$ cat src/hdl/aism_pkg.sv
// Shared constants for the identification, status and mode register bank
package aism_pkg;

    // Register indices; byte address is four times the index
    localparam logic [2:0]  IDX_IDENT      = 3'h0;
    localparam logic [2:0]  IDX_STATUS     = 3'h1;
    localparam logic [2:0]  IDX_CONFIG     = 3'h2;
    localparam logic [2:0]  IDX_IRQ_STAT   = 3'h3;
    localparam logic [2:0]  IDX_IRQ_MASK   = 3'h4;

    // Identification fields
    localparam int          ID_CHCNT_LSB   = 8;
    localparam logic [3:0]  CHANNEL_COUNT  = 4'h3;

    // Status and config shared bit positions
    localparam int          B_LOCK         = 15;
    localparam int          B_RESYNC       = 14;
    localparam int          B_REGMAP       = 13;
    localparam int          B_CRC_ERR      = 12;
    localparam int          B_REGCRC_EN    = 13;
    localparam int          B_RXCRC_EN     = 12;
    localparam int          B_CRC_TYPE     = 11;
    localparam int          B_RESET        = 10;
    localparam int          B_WLEN_LSB     = 8;
    localparam int          B_TIMEOUT      = 4;
    localparam int          B_DRDY_LSB     = 0;

    // Reset values
    localparam logic [15:0] STATUS_RST     = 16'h0500;
    localparam logic [15:0] CONFIG_RST     = 16'h0510;
    // Writable config bits; reserved 15:14 and 7:5 are not stored
    localparam logic [15:0] CONFIG_WR_MASK = 16'h3F1F;

    // Word length codes
    localparam logic [1:0]  WL_16          = 2'h0;
    localparam logic [1:0]  WL_24          = 2'h1;
    localparam logic [1:0]  WL_32_ZERO     = 2'h2;
    localparam logic [1:0]  WL_32_SIGN     = 2'h3;

    // CRC polynomials and seed
    localparam logic [15:0] POLY_CCITT     = 16'h1021;
    localparam logic [15:0] POLY_ANSI      = 16'h8005;
    localparam logic [15:0] CRC_SEED       = 16'hFFFF;

    // Interrupt event bits
    localparam int          IRQ_W          = 4;
    localparam int          IRQ_RESYNC     = 0;
    localparam int          IRQ_REGMAP     = 1;
    localparam int          IRQ_CRC_ERR    = 2;
    localparam int          IRQ_NEW_DATA   = 3;

    // AHB transfer type bit that marks an active transfer
    localparam int          HTRANS_ACT_BIT = 1;

endpackage

$ cat src/hdl/aism_crc_if.sv
// Link between the register bank and its register-map CRC monitor
`timescale 1ns/1ps
interface aism_crc_if;
    logic [15:0] data;
    logic        ansi;
    logic        enable;
    logic        rearm;
    logic        changed;

    modport mon  (input  data, ansi, enable, rearm, output changed);
    modport bank (output data, ansi, enable, rearm, input  changed);
endinterface

$ cat src/hdl/aism_regs.sv
// Identification, status and config register bank with AHB-Lite slave
//
// Chosen here: the AHB-Lite interface to the registers.
`timescale 1ns/1ps
module aism_regs
    import aism_pkg::*;
#(
    parameter logic [3:0] ID_FAMILY   = 4'hA,  // Arbitrary value
    parameter logic [7:0] ID_REVISION = 8'h10, // Arbitrary value
    parameter int         ADDR_W      = 32
) (
    // Clock and reset
    input  wire logic              I_CLK,
    input  wire logic              I_RSTN,
    // AHB-Lite slave
    input  wire logic              I_HSEL,
    input  wire logic [ADDR_W-1:0] I_HADDR,
    input  wire logic [1:0]        I_HTRANS,
    input  wire logic              I_HWRITE,
    input  wire logic [2:0]        I_HSIZE,
    input  wire logic [31:0]       I_HWDATA,
    input  wire logic              I_HREADY,
    output logic      [31:0]       O_HRDATA,
    output logic                   O_HREADYOUT,
    output logic                   O_HRESP,
    // Converter events
    input  wire logic              I_SPI_LOCK,
    input  wire logic              I_RESYNC_PIN,
    input  wire logic              I_RX_CRC_FAIL,
    input  wire logic [2:0]        I_NEW_DATA,
    input  wire logic [2:0]        I_DATA_TAKEN,
    // Sample formatting
    input  wire logic              I_SAMPLE_VALID,
    input  wire logic [23:0]       I_SAMPLE,
    output logic      [31:0]       O_SAMPLE_WORD,
    // Configuration outputs
    output logic      [1:0]        O_WORD_LEN,
    output logic                   O_CRC_ANSI,
    output logic                   O_RX_CRC_EN,
    output logic                   O_TIMEOUT_EN,
    output logic      [3:0]        O_DRDY_CFG,
    // Interrupt
    output logic                   O_IRQ
);
    typedef struct packed {
        logic [15:0]      cfg;
        logic             locked;
        logic             resync;
        logic             regmap_chg;
        logic             crc_err;
        logic             reset_flag;
        logic [2:0]       new_data;
        logic [IRQ_W-1:0] irq_stat;
        logic [IRQ_W-1:0] irq_mask;
        logic             resync_prev;
        logic             dp_act;
        logic             dp_write;
        logic             dp_hit;
        logic [2:0]       dp_idx;
        logic [31:0]      sample_word;
    } aism_state_t;

    aism_state_t s_q;
    aism_state_t s_d;

    logic        resync_lvl;
    logic        resync_evt;
    logic        ap_take;
    logic        ap_hit;
    logic        rd_status;
    logic        rd_irq;
    logic        wr_cfg;
    logic        wr_mask;
    logic [15:0] status_word;
    logic [31:0] rd_data;

    aism_crc_if crc_link ();

    aism_sync2 u_resync_sync (
        .I_CLK   (I_CLK),
        .I_RSTN  (I_RSTN),
        .i_pin   (I_RESYNC_PIN),
        .o_level (resync_lvl)
    );

    aism_regmap_crc u_regmap_crc (
        .I_CLK  (I_CLK),
        .I_RSTN (I_RSTN),
        .crc    (crc_link.mon)
    );

    // Sample placed into the selected output word format
    function automatic logic [31:0] fmt_sample(input logic [23:0] smp,
                                               input logic [1:0]  wl);
        logic [31:0] w;
        unique case (wl)
            WL_16:      w = {16'h0000, smp[23:8]};
            WL_24:      w = {8'h00, smp};
            WL_32_ZERO: w = {smp, 8'h00};
            WL_32_SIGN: w = {{8{smp[23]}}, smp};
        endcase
        return w;
    endfunction

    assign crc_link.data   = s_q.cfg;
    assign crc_link.ansi   = s_q.cfg[B_CRC_TYPE];
    assign crc_link.enable = s_q.cfg[B_REGCRC_EN];
    assign crc_link.rearm  = wr_cfg;

    assign resync_evt = resync_lvl && !s_q.resync_prev;

    // Address phase decode; zero wait states, so HREADY is always high
    assign ap_take = I_HSEL && I_HTRANS[HTRANS_ACT_BIT] && I_HREADY;
    assign ap_hit  = (I_HADDR[ADDR_W-1:5] == '0) && (I_HADDR[1:0] == 2'h0)
                     && (I_HADDR[4:2] <= IDX_IRQ_MASK);
    assign wr_cfg  = s_q.dp_act && s_q.dp_write && s_q.dp_hit
                     && s_q.dp_idx == IDX_CONFIG;
    assign wr_mask = s_q.dp_act && s_q.dp_write && s_q.dp_hit
                     && s_q.dp_idx == IDX_IRQ_MASK;
    assign rd_status = s_q.dp_act && !s_q.dp_write && s_q.dp_hit
                       && s_q.dp_idx == IDX_STATUS;
    assign rd_irq    = s_q.dp_act && !s_q.dp_write && s_q.dp_hit
                       && s_q.dp_idx == IDX_IRQ_STAT;

    always_comb begin
        status_word = '0;
        status_word[B_LOCK]      = s_q.locked;
        status_word[B_RESYNC]    = s_q.resync;
        status_word[B_REGMAP]    = s_q.regmap_chg;
        status_word[B_CRC_ERR]   = s_q.crc_err;
        status_word[B_CRC_TYPE]  = s_q.cfg[B_CRC_TYPE];
        status_word[B_RESET]     = s_q.reset_flag;
        status_word[B_WLEN_LSB+:2] = s_q.cfg[B_WLEN_LSB+:2];
        status_word[B_DRDY_LSB+:3] = s_q.new_data;
    end

    // Read mux in the data phase, so a write just before is seen
    always_comb begin
        rd_data = '0;
        if (s_q.dp_act && !s_q.dp_write && s_q.dp_hit) begin
            unique case (s_q.dp_idx)
                IDX_IDENT:    rd_data[15:0] = {ID_FAMILY, CHANNEL_COUNT,
                                               ID_REVISION};
                IDX_STATUS:   rd_data[15:0] = status_word;
                IDX_CONFIG:   rd_data[15:0] = s_q.cfg;
                IDX_IRQ_STAT: rd_data[IRQ_W-1:0] = s_q.irq_stat;
                IDX_IRQ_MASK: rd_data[IRQ_W-1:0] = s_q.irq_mask;
                default:      rd_data = '0;
            endcase
        end
    end

    always_comb begin
        s_d = s_q;
        s_d.dp_act   = ap_take;
        s_d.dp_write = I_HWRITE;
        s_d.dp_hit   = ap_hit;
        s_d.dp_idx   = I_HADDR[4:2];
        s_d.locked   = I_SPI_LOCK;
        s_d.resync_prev = resync_lvl;

        // Reading status clears the resync, map CRC and input CRC flags; a new event wins
        if (rd_status) begin
            s_d.resync     = 1'b0;
            s_d.regmap_chg = 1'b0;
            s_d.crc_err    = 1'b0;
        end
        if (resync_evt) begin
            s_d.resync = 1'b1;
        end
        if (crc_link.changed) begin
            s_d.regmap_chg = 1'b1;
        end
        if (I_RX_CRC_FAIL && s_q.cfg[B_RXCRC_EN]) begin
            s_d.crc_err = 1'b1;
        end

        s_d.new_data = (s_q.new_data & ~I_DATA_TAKEN) | I_NEW_DATA;

        // Reserved bits are dropped, so they always read zero
        if (wr_cfg) begin
            s_d.cfg = I_HWDATA[15:0] & CONFIG_WR_MASK;
            if (!I_HWDATA[B_RESET]) begin
                s_d.reset_flag = 1'b0;
            end
        end
        if (wr_mask) begin
            s_d.irq_mask = I_HWDATA[IRQ_W-1:0];
        end

        if (rd_irq) begin
            s_d.irq_stat = '0;
        end
        s_d.irq_stat[IRQ_RESYNC]   = s_d.irq_stat[IRQ_RESYNC] | resync_evt;
        s_d.irq_stat[IRQ_REGMAP]   = s_d.irq_stat[IRQ_REGMAP]
                                     | crc_link.changed;
        s_d.irq_stat[IRQ_CRC_ERR]  = s_d.irq_stat[IRQ_CRC_ERR]
                                     | (I_RX_CRC_FAIL
                                        && s_q.cfg[B_RXCRC_EN]);
        s_d.irq_stat[IRQ_NEW_DATA] = s_d.irq_stat[IRQ_NEW_DATA]
                                     | (|I_NEW_DATA);

        if (I_SAMPLE_VALID) begin
            s_d.sample_word = fmt_sample(I_SAMPLE,
                                         s_q.cfg[B_WLEN_LSB+:2]);
        end
    end

    always_ff @(posedge I_CLK or negedge I_RSTN) begin
        if (!I_RSTN) begin
            s_q            <= '0;
            s_q.cfg        <= CONFIG_RST;
            s_q.reset_flag <= STATUS_RST[B_RESET];
        end else begin
            s_q <= s_d;
        end
    end

    assign O_HRDATA      = rd_data;
    assign O_HREADYOUT   = 1'b1;
    assign O_HRESP       = 1'b0;
    assign O_SAMPLE_WORD = s_q.sample_word;
    assign O_WORD_LEN    = s_q.cfg[B_WLEN_LSB+:2];
    assign O_CRC_ANSI    = s_q.cfg[B_CRC_TYPE];
    assign O_RX_CRC_EN   = s_q.cfg[B_RXCRC_EN];
    assign O_TIMEOUT_EN  = s_q.cfg[B_TIMEOUT];
    assign O_DRDY_CFG    = s_q.cfg[B_DRDY_LSB+:4];
    assign O_IRQ         = |(s_q.irq_stat & s_q.irq_mask);
endmodule

$ cat src/hdl/aism_sync2.sv
// Two-flop synchroniser for a pin from outside the clock domain
`timescale 1ns/1ps
module aism_sync2 (
    // Clock and reset
    input  wire logic I_CLK,
    input  wire logic I_RSTN,
    // Pin and synchronised level
    input  wire logic i_pin,
    output logic      o_level
);
    typedef struct packed {
        logic meta;
        logic level;
    } aism_sync_t;

    aism_sync_t s_q;
    aism_sync_t s_d;

    always_comb begin
        s_d.meta  = i_pin;
        s_d.level = s_q.meta;
    end

    always_ff @(posedge I_CLK or negedge I_RSTN) begin
        if (!I_RSTN) begin
            s_q <= '0;
        end else begin
            s_q <= s_d;
        end
    end

    assign o_level = s_q.level;
endmodule

$ cat src/hdl/aism_regmap_crc.sv
// Register-map CRC monitor flagging an unexpected change of the checksum
`timescale 1ns/1ps
module aism_regmap_crc
    import aism_pkg::*;
(
    // Clock and reset
    input  wire logic I_CLK,
    input  wire logic I_RSTN,
    // Bank side
    aism_crc_if.mon   crc
);
    typedef struct packed {
        logic [15:0] crc_ref;
        logic        valid;
        logic        changed;
    } aism_crc_t;

    aism_crc_t c_q;
    aism_crc_t c_d;
    logic [15:0] crc_now;

    function automatic logic [15:0] crc16(input logic [15:0] data,
                                          input logic [15:0] poly);
        logic [15:0] r;
        r = CRC_SEED;
        for (int i = 15; i >= 0; i--) begin
            if (r[15] ^ data[i]) begin
                r = {r[14:0], 1'b0} ^ poly;
            end else begin
                r = {r[14:0], 1'b0};
            end
        end
        return r;
    endfunction

    always_comb begin
        crc_now   = crc16(crc.data, crc.ansi ? POLY_ANSI : POLY_CCITT);
        c_d       = c_q;
        c_d.changed = 1'b0;
        c_d.crc_ref = crc_now;
        // Reference is rebuilt after a legal write or a re-enable
        c_d.valid = crc.enable && !crc.rearm;
        if (crc.enable && c_q.valid && !crc.rearm
            && crc_now != c_q.crc_ref) begin
            c_d.changed = 1'b1;
        end
    end

    always_ff @(posedge I_CLK or negedge I_RSTN) begin
        if (!I_RSTN) begin
            c_q <= '0;
        end else begin
            c_q <= c_d;
        end
    end

    assign crc.changed = c_q.changed;
endmodule

$ cat config.mk
export PLATFORM = sky130hd
export DESIGN_NAME = aism_regs
export DESIGN_NICKNAME = d
export VERILOG_FILES = /design/src/hdl/aism_pkg.sv /design/src/hdl/aism_crc_if.sv /design/src/hdl/aism_regs.sv /design/src/hdl/aism_sync2.sv /design/src/hdl/aism_regmap_crc.sv
export SDC_FILE = /design/constraint.sdc
export NUM_CORES = 1
export LEC_CHECK = 0
export ABC_AREA = 1
export BUFFER_PORTS_ARGS = -buffer_cell sky130_fd_sc_hd__buf_2
export CORE_ASPECT_RATIO = 0.5
export CORE_MARGIN = 2
export CORE_UTILIZATION = 51
export CTS_CLUSTER_DIAMETER = 200
export CTS_CLUSTER_SIZE = 12
export DETAILED_ROUTE_END_ITERATION = 12
export PLACE_DENSITY = 0.82
export REMOVE_ABC_BUFFERS = 1
export SLEW_MARGIN = 25
export SYNTH_ARGS = -nofsm -noshare
export SYNTH_HDL_FRONTEND = slang
export SYNTH_SLANG_ARGS = --single-unit
$ cat constraint.sdc
create_clock -name I_CLK -period 3.8 [get_ports I_CLK]
set_input_delay 0.38 -clock I_CLK [delete_from_list [all_inputs] [get_ports I_CLK]]
set_output_delay 0.38 -clock I_CLK [all_outputs]
set_load 0.05 [all_outputs]
Yosys cells after proc, flatten, opt, wreduce, memory -nomap -nowiden
Cells that the tools add are included.
{ "classes": {"n_bitwise": 36, "magnitude_cmp": 1, "mul": 0, "muxes": 26, "n_reduce_logical": 31, "addsub": 0, "n_div": 0, "n_eq_ne": 8, "n_shift": 0} }
{ "ops": {"columns": ["op", "n"], "rows": [
  ["two-way mux 16 bit", 17],
  ["bitwise XOR 16 bit", 15],
  ["one-hot mux 32 bit (4 select lines)", 1],
  ["one-hot mux 12 bit (3 select lines)", 1],
  ["zero test 27 bit", 1],
  ["logical AND 1 bit", 18],
  ["!= test 16 bit", 1],
  ["one-hot mux 4 bit (4 select lines)", 1],
  ["inverter 15 bit", 1],
  ["bitwise XOR 1 bit", 11],
  ["== test 3 x 2 -> 1 bit, second input constant", 2],
  ["nonzero test 2 bit", 3],
  ["bitwise AND 4 bit", 1],
  ["== test 2 bit, second input constant", 2],
  ["zero test 2 bit", 2],
  ["two-way mux 1 bit", 4],
  ["two-way mux 4 bit", 1],
  ["OR 1 bit", 4],
  ["OR reduction 4 bit", 1],
  ["bitwise AND 3 bit", 1],
  ["== test 3 x 1 -> 1 bit, second input constant", 1],
  ["== test 3 bit, second input constant", 1],
  ["<= comparator 3 bit, second input constant", 1],
  ["zero test 1 bit", 3],
  ["other kinds (8)", 8]
]} }
{ "totals": {"romBits": 0, "input_bits": 108, "ramBits": 0, "regBits": 86, "latchBits": 0, "memories": 0} }

Depth between registers and ports, before layout
Gate-level depths: netlist of run 1.
{ "depth": {"depth_word": 35, "depth_mapped": 32, "depth_no_buf": 32} }

Cells and area by module
A second synthesis of run 1 with hierarchy kept.
{ "hier_totals": {"cells_unflattened": 806, "hier_area_um2": 5843.1} }
{ "modules_own_cells": {"columns": ["mod", "cells_per_inst", "instances", "area_each_um2"], "rows": [
  ["aism_regs", 452, 1, 3616.0],
  ["aism_regmap_crc", 352, 1, 2177.1],
  ["aism_sync2", 2, 1, 50.0]
]} }

Least setup slack after synthesis of run 1
No wires, ideal clock.
{ "synth_path": {"path_kind": "register -> register", "startpoint": "register s_q (netlist bit crc_link.data[11])", "endpoint": "register u_regmap_crc.c_q (netlist bit u_regmap_crc.crc.changed)", "path_stages_with_launch": 29, "arrival_ns": 3.083, "setup_time_ns": 0.115, "slack_ns": 0.601, "cell_sequence": "dfrtp_1 -> buf_4 -> nand2_1 -> nand2_4 -> nand4_1 -> nand3_2 -> nand3_2 -> nand3_2 -> nand3_2 -> nand2_4 -> nand2_4 -> nand2_4 -> nand2_4 -> nand2_4 -> nand3_4 -> nand2_2 -> nand2_2 -> nand3_2 -> nand3_2 -> nand3_4 -> nand3_4 -> nand2_8 -> nand2_2 -> nand2_1 -> nand2_1 -> nand2_1 -> nand3_1 -> nor2_1 -> nor2_1"} }
{ "synth_lines": {"columns": ["item", "line", "text"], "rows": [
  ["start: declaration", "aism_regs.sv:63", "aism_state_t s_q;"],
  ["end signal: assignment", "aism_regmap_crc.sv:51", "c_q <= '0;"],
  ["end signal: assignment", "aism_regmap_crc.sv:53", "c_q <= c_d;"],
  ["end: declaration", "aism_regmap_crc.sv:18", "aism_crc_t c_q;"]
]} }

==> run_results.csv, run 1 <==
group,metric,value,unit
setup_path,cpMostUsedCell,"nand3_2",
clocking,htree_num_levels,3,
final_layout,final_nets,855,
global_routing,grt_usage,0.231,
yosys,synth_seq_cells,86,
timing,finalHoldViolCount,0,
final_layout,drive_above_1_share,0.282,
floorplanning,dieHeight,75.1,um
floorplanning,core,9630,um^2
power,ir_drop,234,uV
timing,worstMarginPinSlew,0.749,ns
setup_path,startpoint_type,"flip-flop",
setup_path,crit_buf_inv,0,
drt,wirelength,12400,um
setup_path,worstPathMaxFanout,8,
setup_path,required,4.04,ns
clocking,clock-sinks,86,
yosys,synth_top_area_frac,0.398,
final_layout,areaGrowthSynthToFinish,14.8,%
yosys,synth_area_leaders,"dfrtp_1 40%, nand2_1 9.9%, buf_4 8.9%",
floorplanning,initial_core_util,0.535,
timing,worst_slack,0.410,ns
setup_path,critPathMaxStageDelay,0.55,ns
clocking,insertion_delay,0.35,ns
timing,drv_slew,0,
final_layout,fill_cells,856,
drt,vias_per_cell,5.16,
drt,drc,0,
yosys,synth_ff_type,"dfrtp_1",
clocking,cts_inserted_buffers,9,
timing,relSlewSlack,0.501,
global_routing,grt_pass1_vias,4200,
timing,max_freq,295,MHz
timing,skew,0.0128,ns
clocking,cts_root_buf,"clkbuf_16",
floorplanning,io_pins,184,
global_routing,grt_max_degree,60,
job,cap_violations,0,
global_routing,grt_overflow,0,
timing,rsz0062_at_grt,"false",
timing,setup_viol,0,
power,power_density,365,nW/um^2
yosys,syn-instance-count,648,
drt,ant_nets,0,
drt,drtIter0Drc,403,
drt,vias,4573,
power,fin_total_pwr,0.00216,W
worst_hold_path,hp-class,"primary input to asynchronous set/reset pin",
yosys,postSynthAreaPerCell,7.95,um^2
yosys,ys_warn_count,0,
place,hpwl,9230,um
place,io_buffers,137,
setup_path,end_kind,"flip-flop",
yosys,async_flop_share,1.00,
place,gp_congestion,0.867,
drt,drt-wirelength-per-cell,14.0,um
status,status,"finished, final reports clean",
floorplanning,dieArea,11000,um^2
clocking,clockBufferDepth,2,
setup_path,cp_top_family,"simple AND/OR/NAND/NOR gates",
floorplanning,die-width,146,um
final_layout,diodes,0,
floorplanning,rows,25,
clocking,cts_tree,"done",
yosys,yosysSeqAreaShare,0.419,
yosys,synth-edff-count,0,
global_routing,antenna_found_initial,0,
place,dp_slack,0.313,ns
power,p_leak,3.12,nW
yosys,syn_area,5150,um^2
clocking,path_clk_slew,0.07,ns
setup_path,path_class,"flip-flop to flip-flop",
timing,fin_crit_sh,0.892,
timing,setup_tns,0,ns
timing,fin_crit,3.39,ns
setup_path,arrival,3.63,ns
global_routing,grt_pass1_wl,20000,um
yosys,synth.distinct_cells,34,
setup_path,cp_slowest_cell,"dfrtp_1",
drt,drt_first_pass_iters,5,
yosys,netlist.top_cell.by_area,"dfrtp_1",
==> metal layers <==
layer  part of all wire  GRT usage
met1               0.43      0.296
met2               0.49      0.406
met3              0.063     0.0467
met4              0.012     0.0777
met5                  0          0
==> power breakdown <==
group | total, W | switching (W) | internal [W] | leakage (nW)
Clock | 0.000851 | 0.000395 | 0.000457 | 0.139
Combinational | 0.000331 | 0.000251 | 0.0000801 | 2.01
Sequential | 0.000976 | 0.0000209 | 0.000955 | 0.969
==> metrics by stage <==
stage                     utilization  instances  instance area, um^2  hold slack, ns
after CTS                       0.612        885                 5890           0.126
final                           0.614        887                 5910          0.0933
after detailed placement        0.582        869                 5600           0.340
after global placement          0.582        869                 5600           0.342
after global routing            0.614        887                 5910           0.140
after floorplan                     -        590                 4690          0.0844
==> state kept, by name (all words and copies together) (netlist names) <==
register,cells
O_SAMPLE_WORD,32
crc_link.data,11
s_q,23
u_regmap_crc.c_q,17
u_regmap_crc.crc.changed,1
u_resync_sync.o_level,1
u_resync_sync.s_d,1
==> worst paths after layout <==
kind,from,endpoint,slack (ns),depth (start not counted)
max in group asynchronous,I_RSTN,crc_link.data[8],2.78,2
max reg2reg,crc_link.data[12],u_regmap_crc.crc.changed,0.41,27
max,crc_link.data[12],u_regmap_crc.crc.changed,0.41,27
min in group I_CLK,I_SPI_LOCK,s_q[54],0.14,1
min,I_RSTN,O_SAMPLE_WORD[8],0.09,1
min reg2reg,u_resync_sync.s_d[0],u_resync_sync.o_level,0.35,0
==> cell usage after synthesis, types with 5 or more instances <==
master      n
a21oi_1    28
a221oi_1   13
a22oi_1     9
buf_4      61
clkbuf_1   14
dfrtp_1    82
inv_1      77
nand2_1   136
nand2_2    11
nand2_4     7
nand3_1    44
nand3_2    13
nand3_4     5
nand3b_1    6
nor2_1     52
nor3_1      5
nor4_1      6
o21ai_0    42
==> placed cells by master, fill, tap and decap left out, drive strengths merged, types with 13 or more instances in the layout <==
master  count
nor2       52
a21oi      28
nand2     156
o21ai      42
nand3      62
conb       21
buf       146
dfrtp      82
a221oi     13
inv        84
==> cell families (layout without fill, tap and decap cells) <==
| family | count (synthesis) | count (layout) | synth area share |
|---|---|---|---|
| xor+xnor | 3 | 3 | 0.00510 |
| compound gates | 104 | 104 | 0.120 |
| mux | 4 | 4 | 0.00850 |
| buf+inv | 157 | 242 | 0.161 |
| simple gates | 292 | 292 | 0.285 |
| other cells | 2 | 21 | 0.00146 |
| flops | 86 | 86 | 0.419 |
==> repair_timing <==
| action | 4_1_cts | 5_1_grt |
|---|---|---|
| hold buffers | 0 | 0 |
| endpoints found under the setup margin | 0 | 1 |
| buffers inserted | 0 | 2 |
| gates resized for setup | 0 | 1 |
==> area by class of cell <==
cell class / instances / area [um^2] / area share
well taps: 135 / 169 / 0.0286
repair buffers: 146 / 756 / 0.128
clock buffers: 9 / 225 / 0.0381
multi-input cells: 424 / 2240 / 0.379
flip-flops and latches: 86 / 2160 / 0.365
inverters: 80 / 300 / 0.0508
clock inverters: 7 / 62.6 / 0.0106
No activity file was read; power rests on OpenSTA's default activity.
==> run 2, diff against run 1 <==
CORE_UTILIZATION = 54   (was 51)
PLACE_DENSITY = 0.86   (was 0.82)
clock period = 4.2 ns   (was 3.8 ns; I/O delays follow)
==> run 2 against run 1 <==
Sequential share of layout area increased by 0.30 points. Via count increased by 0.90%. Critical path depth unchanged. First-iteration DRC count decreased by 0.25%. Routed wire length decreased by 2.1%. Global-route usage increased by 0.48 points. Register-to-register slack improved by 0.14 ns. Die area decreased by 5.3%. Combinational power decreased by 9.7%. Design area decreased by 0.87%. Highest routed layer unchanged.
==> run_results.csv, run 2 (synthesis gave the netlist of run 1 again) <==
group,metric,value,unit
drt,dr_wl_met3,918,um
place,numPlacedInstances,852,
final_layout,fin_cells,868,
drt,wl_met2,5830,um
drt,vias_per_cell,5.32,
clocking,clock-sinks,86,
global_routing,grt_usage,0.236,
setup_path,reg2reg_to,"u_regmap_crc.crc.changed",
drt,drc,0,
setup_path,critPathMaxStageDelay,0.64,ns
worst_hold_path,hp-class,"primary input to asynchronous set/reset pin",
drt,vias,4614,
final_layout,stdcell_area,5860,um^2
setup_path,startpoint_type,"flip-flop",
clocking,cts_inserted_buffers,9,
drt,drt-wirelength-per-cell,14.0,um
setup_path,cp_slowest_cell,"dfrtp_1",
power,ir_drop,217,uV
floorplanning,core,9350,um^2
place,gp_congestion,0.919,
floorplanning,dieArea,10400,um^2
timing,setup_tns,0,ns
clocking,cts_tree,"done",
timing,max_freq,274,MHz
timing,finalHoldViolCount,0,
timing,worstMarginPinSlew,0.989,ns
setup_path,arrival,3.89,ns
drt,wl_met1,5150,um
timing,rsz0062_at_grt,"false",
clocking,post_cts_resized,0,
clocking,cts_root_buf,"clkbuf_16",
drt,drtIter0Drc,402,
global_routing,grt_pass1_vias,4239,
timing,setup_viol,0,
drt,wirelength,12100,um
final_layout,layout.area.seq,2160,um^2
global_routing,grt_overflow,0,
timing,relSlewSlack,0.340,
setup_path,r2r-start,"crc_link.data[11]",
final_layout,multi_input_area,2240,um^2
final_layout,areaGrowthSynthToFinish,13.8,%
timing,fin_crit,3.65,ns
global_routing,antenna_found_initial,0,
setup_path,end_kind,"flip-flop",
global_routing,grt_max_degree,87,
floorplanning,die-width,142,um
setup_path,worstPathMaxFanout,13,
place,dpl_cell_area,5570,um^2
place,hpwl,8790,um
final_layout,final_cell_mix,"136 x nand2_1, 136 x buf_2, 82 x dfrtp_1, 77 x inv_1, 51 x nor2_1",
clocking,insertion_delay,0.34,ns
final_layout,final_util,0.626,
timing,fin_crit_sh,0.869,
setup_path,rrSetupSlack,0.55,ns
drt,ant_nets,0,
final_layout,fill_cells,768,
power,p_leak,3.10,nW
clocking,postCtsHoldBufs,0,
setup_path,path_class,"flip-flop to flip-flop",
floorplanning,dieHeight,73.1,um
final_layout,drive_above_1_share,0.276,
drt,top_layer,"met4",
status,status,"finished, final reports clean",
clocking,cts_setup_buffers,0,
floorplanning,io_pins,184,
drt,drt_first_pass_iters,5,
timing,skew,0.00902,ns
power,power_density,336,nW/um^2
setup_path,r2r_cells,27,
job,cap_violations,0,
floorplanning,initial_core_util,0.551,
timing,drv_slew,0,
final_layout,diodes,0,
clocking,path_clk_slew,0.07,ns
clocking,clockBufferDepth,2,
place,io_buffers,137,
final_layout,final_nets,850,
clocking,htree_num_levels,3,
final_layout,largest_reg_flops,32,
setup_path,required,4.43,ns
global_routing,grt_pass1_wl,19400,um
floorplanning,rows,25,
## run 2: how the worst max path moves through the flow
stage | from | end | slack (ns) | depth (start not counted)
detailed placement | crc_link.data[11] | u_regmap_crc.crc.changed | 0.61 | 27
global placement | crc_link.data[11] | u_regmap_crc.crc.changed | 0.74 | 27
floorplan | crc_link.data[11] | u_regmap_crc.crc.changed | -0.02 | 29
finish | crc_link.data[11] | u_regmap_crc.crc.changed | 0.55 | 27
CTS | crc_link.data[11] | u_regmap_crc.crc.changed | 0.62 | 27
global route | crc_link.data[11] | u_regmap_crc.crc.changed | 0.23 | 27
## run 2: routing by layer
layer,global-route usage,vias to the layer above
li1,-,2230
met1,0.303,2163
met2,0.385,196
met3,0.0623,25
met4,0.0978,0
met5,0,-
## run 2: layout make-up
| class | instances | share of cell area |
|---|---|---|
| inverter | 80 | 0.0512 |
| tap | 121 | 0.0258 |
| clock buffer | 10 | 0.0408 |
| clock inverter | 6 | 0.00854 |
| timing repair buffer | 141 | 0.123 |
| sequential | 86 | 0.368 |
| multi-input combinational | 424 | 0.382 |
## run 2: critical path: cells and delay by family (launching register included)
| family | cells | cell delay [ns] |
|---|---|---|
| flops | 1 | 0.64 |
| simple gates | 27 | 2.89 |
## run 2: power by group
part	internal (W)	switching, W
Clock	0.000427	0.000360
Sequential	0.000864	0.0000194
Combinational	0.0000718	0.000227
## run 2: stage by stage
step           hold slack [ns]  setup slack [ns]  power (W)
2_1_floorplan            0.124           -0.0175    0.00109
3_3_place_gp             0.339             0.741    0.00119
3_5_place_dp             0.356             0.610    0.00120
4_1_cts                  0.168             0.619    0.00197
5_1_grt                  0.164             0.234    0.00203
6_report                 0.101             0.549    0.00197
==> run 3, diff against run 2 <==
CORE_UTILIZATION = 55   (was 54)
PLACE_DENSITY = 0.85   (was 0.86)
SYNTH_HIERARCHICAL = 1   (was default)
clock period = 4.4 ns   (was 4.2 ns; I/O delays follow)
==> run 3 against run 2 <==
The flow now finishes with violations (setup timing). Clock power up 2.9%. Sequential share of layout area down 8.0 points. Worst hold slack worse by 0.011 ns. Global-route usage up 6.6 points. Cell count up 30%. Utilization up 10 points. Register-to-register slack worse by 1.4 ns. Total power up 26%. Via count up 33%. Synthesized cell count up 24%. Design area up 28%. Setup slack worse by 1.4 ns.
==> run_results.csv, run 3 <==
group,metric,value,unit
status,status,"finished, violations left",
status,violations,"setup timing",
yosys,synth_top_area_frac,0.351,
clocking,cts_tree,"done",
drt,drt-wirelength-per-cell,16.1,um
drt,vias_per_cell,5.44,
timing,rsz0062_at_grt,"true",
final_layout,drive_above_1_share,0.353,
floorplanning,rows,26,
final_layout,areaGrowthSynthToFinish,28.0,%
drt,drtIter0Drc,592,
job,cap_violations,0,
place,numPlacedInstances,1085,
power,ir_drop,215,uV
clocking,clockBufferDepth,2,
timing,drv_slew,0,
setup_path,required,4.64,ns
power,p_leak,4.08,nW
setup_path,path_class,"flip-flop to flip-flop",
yosys,synth.distinct_cells,43,
yosys,netlist.top_cell.by_area,"dfrtp_1",
yosys,synth-edff-count,0,
floorplanning,dieArea,11500,um^2
timing,skew,0.00565,ns
drt,drt_first_pass_iters,6,
global_routing,grt_usage,0.302,
floorplanning,dieHeight,76.9,um
global_routing,grt_max_degree,48,
setup_path,startpoint_type,"flip-flop",
floorplanning,initial_core_util,0.568,
floorplanning,io_pins,184,
power,power_density,332,nW/um^2
floorplanning,die-width,150,um
place,gp_congestion,0.921,
worst_hold_path,hp-class,"primary input to asynchronous set/reset pin",
clocking,cts_inserted_buffers,9,
global_routing,grt_pass1_wl,27600,um
timing,max_freq,190,MHz
drt,wirelength,18200,um
timing,relSlewSlack,0.377,
clocking,cts_root_buf,"clkbuf_16",
yosys,ys_warn_count,6,
drt,drc,0,
global_routing,antenna_found_initial,0,
yosys,postSynthAreaPerCell,7.25,um^2
yosys,synth_area_leaders,"dfrtp_1 35%, nand2_1 15%, buf_4 8.1%",
final_layout,final_cell_mix,"204 x nand2_1, 136 x buf_2, 82 x dfrtp_1, 80 x inv_1, 79 x buf_4",
timing,fin_crit_sh,1.19,
power,fin_total_pwr,0.00248,W
setup_path,r2r_cells,48,
final_layout,stdcell_area,7480,um^2
timing,worstMarginPinSlew,0.933,ns
final_layout,final_common_cell,"nand2_1",
yosys,syn-instance-count,806,
yosys,synthTopCellsByCount,"229 x nand2_1, 85 x inv_1, 82 x dfrtp_1",
timing,setup_tns,-3.72,ns
yosys,synth_ff_type,"dfrtp_1",
drt,vias,6142,
setup_path,r2r-start,"crc_link.data[11]",
place,hpwl,11300,um
place,dpl_cell_area,6630,um^2
drt,ant_nets,0,
setup_path,cpMostUsedCell,"nand2_2",
yosys,async_flop_share,1.00,
final_layout,largest_reg_flops,32,
timing,fin_crit,5.25,ns
yosys,synth_seq_cells,86,
setup_path,reg2reg_to,"u_regmap_crc/crc.changed",
setup_path,end_kind,"flip-flop",
place,dp_slack,-0.560,ns
clocking,htree_num_levels,3,
floorplanning,core,10300,um^2
yosys,synth_most_common_cell,"nand2_1",
final_layout,fin_cells,1129,
clocking,path_clk_slew,0.07,ns
yosys,yosysSeqAreaShare,0.369,
timing,worst_slack,-0.850,ns
timing,setup_viol,11,
global_routing,grt_pass1_vias,5802,
setup_path,rrSetupSlack,-0.85,ns
timing,finalHoldViolCount,0,
final_layout,final_nets,1099,
setup_path,arrival,5.49,ns
clocking,clock-sinks,86,
place,io_buffers,137,
global_routing,grt_overflow,0,
setup_path,critPathMaxStageDelay,0.42,ns
yosys,syn_area,5840,um^2
clocking,insertion_delay,0.35,ns
setup_path,cp_slowest_cell,"dfrtp_1",
final_layout,diodes,0,
setup_path,worstPathMaxFanout,5,
-- run 3: cell count changes after synthesis, moves of 6 or more --
| cell | before | now |
|---|---|---|
| nor2_1 | 52 | 62 |
| nand3_1 | 44 | 61 |
| nand2_1 | 136 | 229 |
| clkbuf_1 | 14 | 7 |
| inv_1 | 77 | 85 |
| a221oi_1 | 13 | 0 |
| xor2_1 | 0 | 7 |
| nor4_1 | 6 | 0 |
| ha_1 | 0 | 7 |
| nand4_1 | 4 | 14 |
-- run 3: critical path: cells and delay by family (launching register included) --
kind                     cells  cell delay (ns)
flip-flops                   1             0.42
adder cells (fa/ha/maj)      3             0.57
AND/OR/NAND/NOR             37             3.27
buffers and inverters        7             0.73
XOR/XNOR                     1             0.15
-- run 3: routing by layer --
metal / wire length [um] / part of all wire / GRT usage / vias up
met2: 8920 / 0.49 / 0.511 / 348
li1: - / - / - / 2844
met4: 833 / 0.046 / 0.148 / 0
met1: 6940 / 0.38 / 0.367 / 2864
met3: 1470 / 0.081 / 0.0661 / 86
met5: 0 / 0 / 0 / -
-- run 3: where the power goes --
part | switching [W] | internal [W]
Sequential | 0.0000360 | 0.000856
Clock | 0.000345 | 0.000465
Combinational | 0.000488 | 0.000290
-- run 3: kinds of logic (layout without fill, tap and decap cells) --
family,count (synthesis),after routing,synth area share
XOR/XNOR,10,10,0.0150
buffers and inverters,175,329,0.164
AO/OA/AOI/OAI,102,102,0.0976
AND/OR/NAND/NOR,424,424,0.338
flip-flops,86,86,0.369
other,2,31,0.00129
adder cells (fa/ha/maj),7,7,0.0150
-- run 3: final cells by class --
class,count,area [um^2]
multi-input combinational,574,3140
fill,743,2800
sequential,86,2160
timing repair buffer,220,1340
inverter,93,352
clock buffer,10,239
tap,140,175
clock inverter,6,73.8
-- run 3: worst max-delay path by stage --
stage | from | to | slack (ns) | depth (start not counted)
2_1_floorplan | crc_link.data[11] | u_regmap_crc/crc.changed | -2.01 | 47
3_3_place_gp | crc_link.data[11] | u_regmap_crc/crc.changed | -0.32 | 45
3_5_place_dp | crc_link.data[11] | u_regmap_crc/crc.changed | -0.56 | 45
4_1_cts | crc_link.data[11] | u_regmap_crc/crc.changed | -0.37 | 48
5_1_grt | crc_link.data[11] | u_regmap_crc/crc.changed | -1.09 | 47
6_report | crc_link.data[11] | u_regmap_crc/crc.changed | -0.85 | 48
-- run 3: through the flow --
stage	util	hold slack (ns)
floorplan	-	0.144
global placement	0.643	0.337
detailed placement	0.645	0.335
CTS	0.707	0.101
global route	0.727	0.125
finish	0.727	0.0895
-- run 3: what timing repair did --
action | in CTS | in global routing
pin swaps | 30 | 46
setup endpoints to repair | 5 | 11
endpoints found under the hold margin | 0 | 0
buffers inserted | 21 | 7
hold buffers | 0 | 0
gates resized for setup | 36 | 45
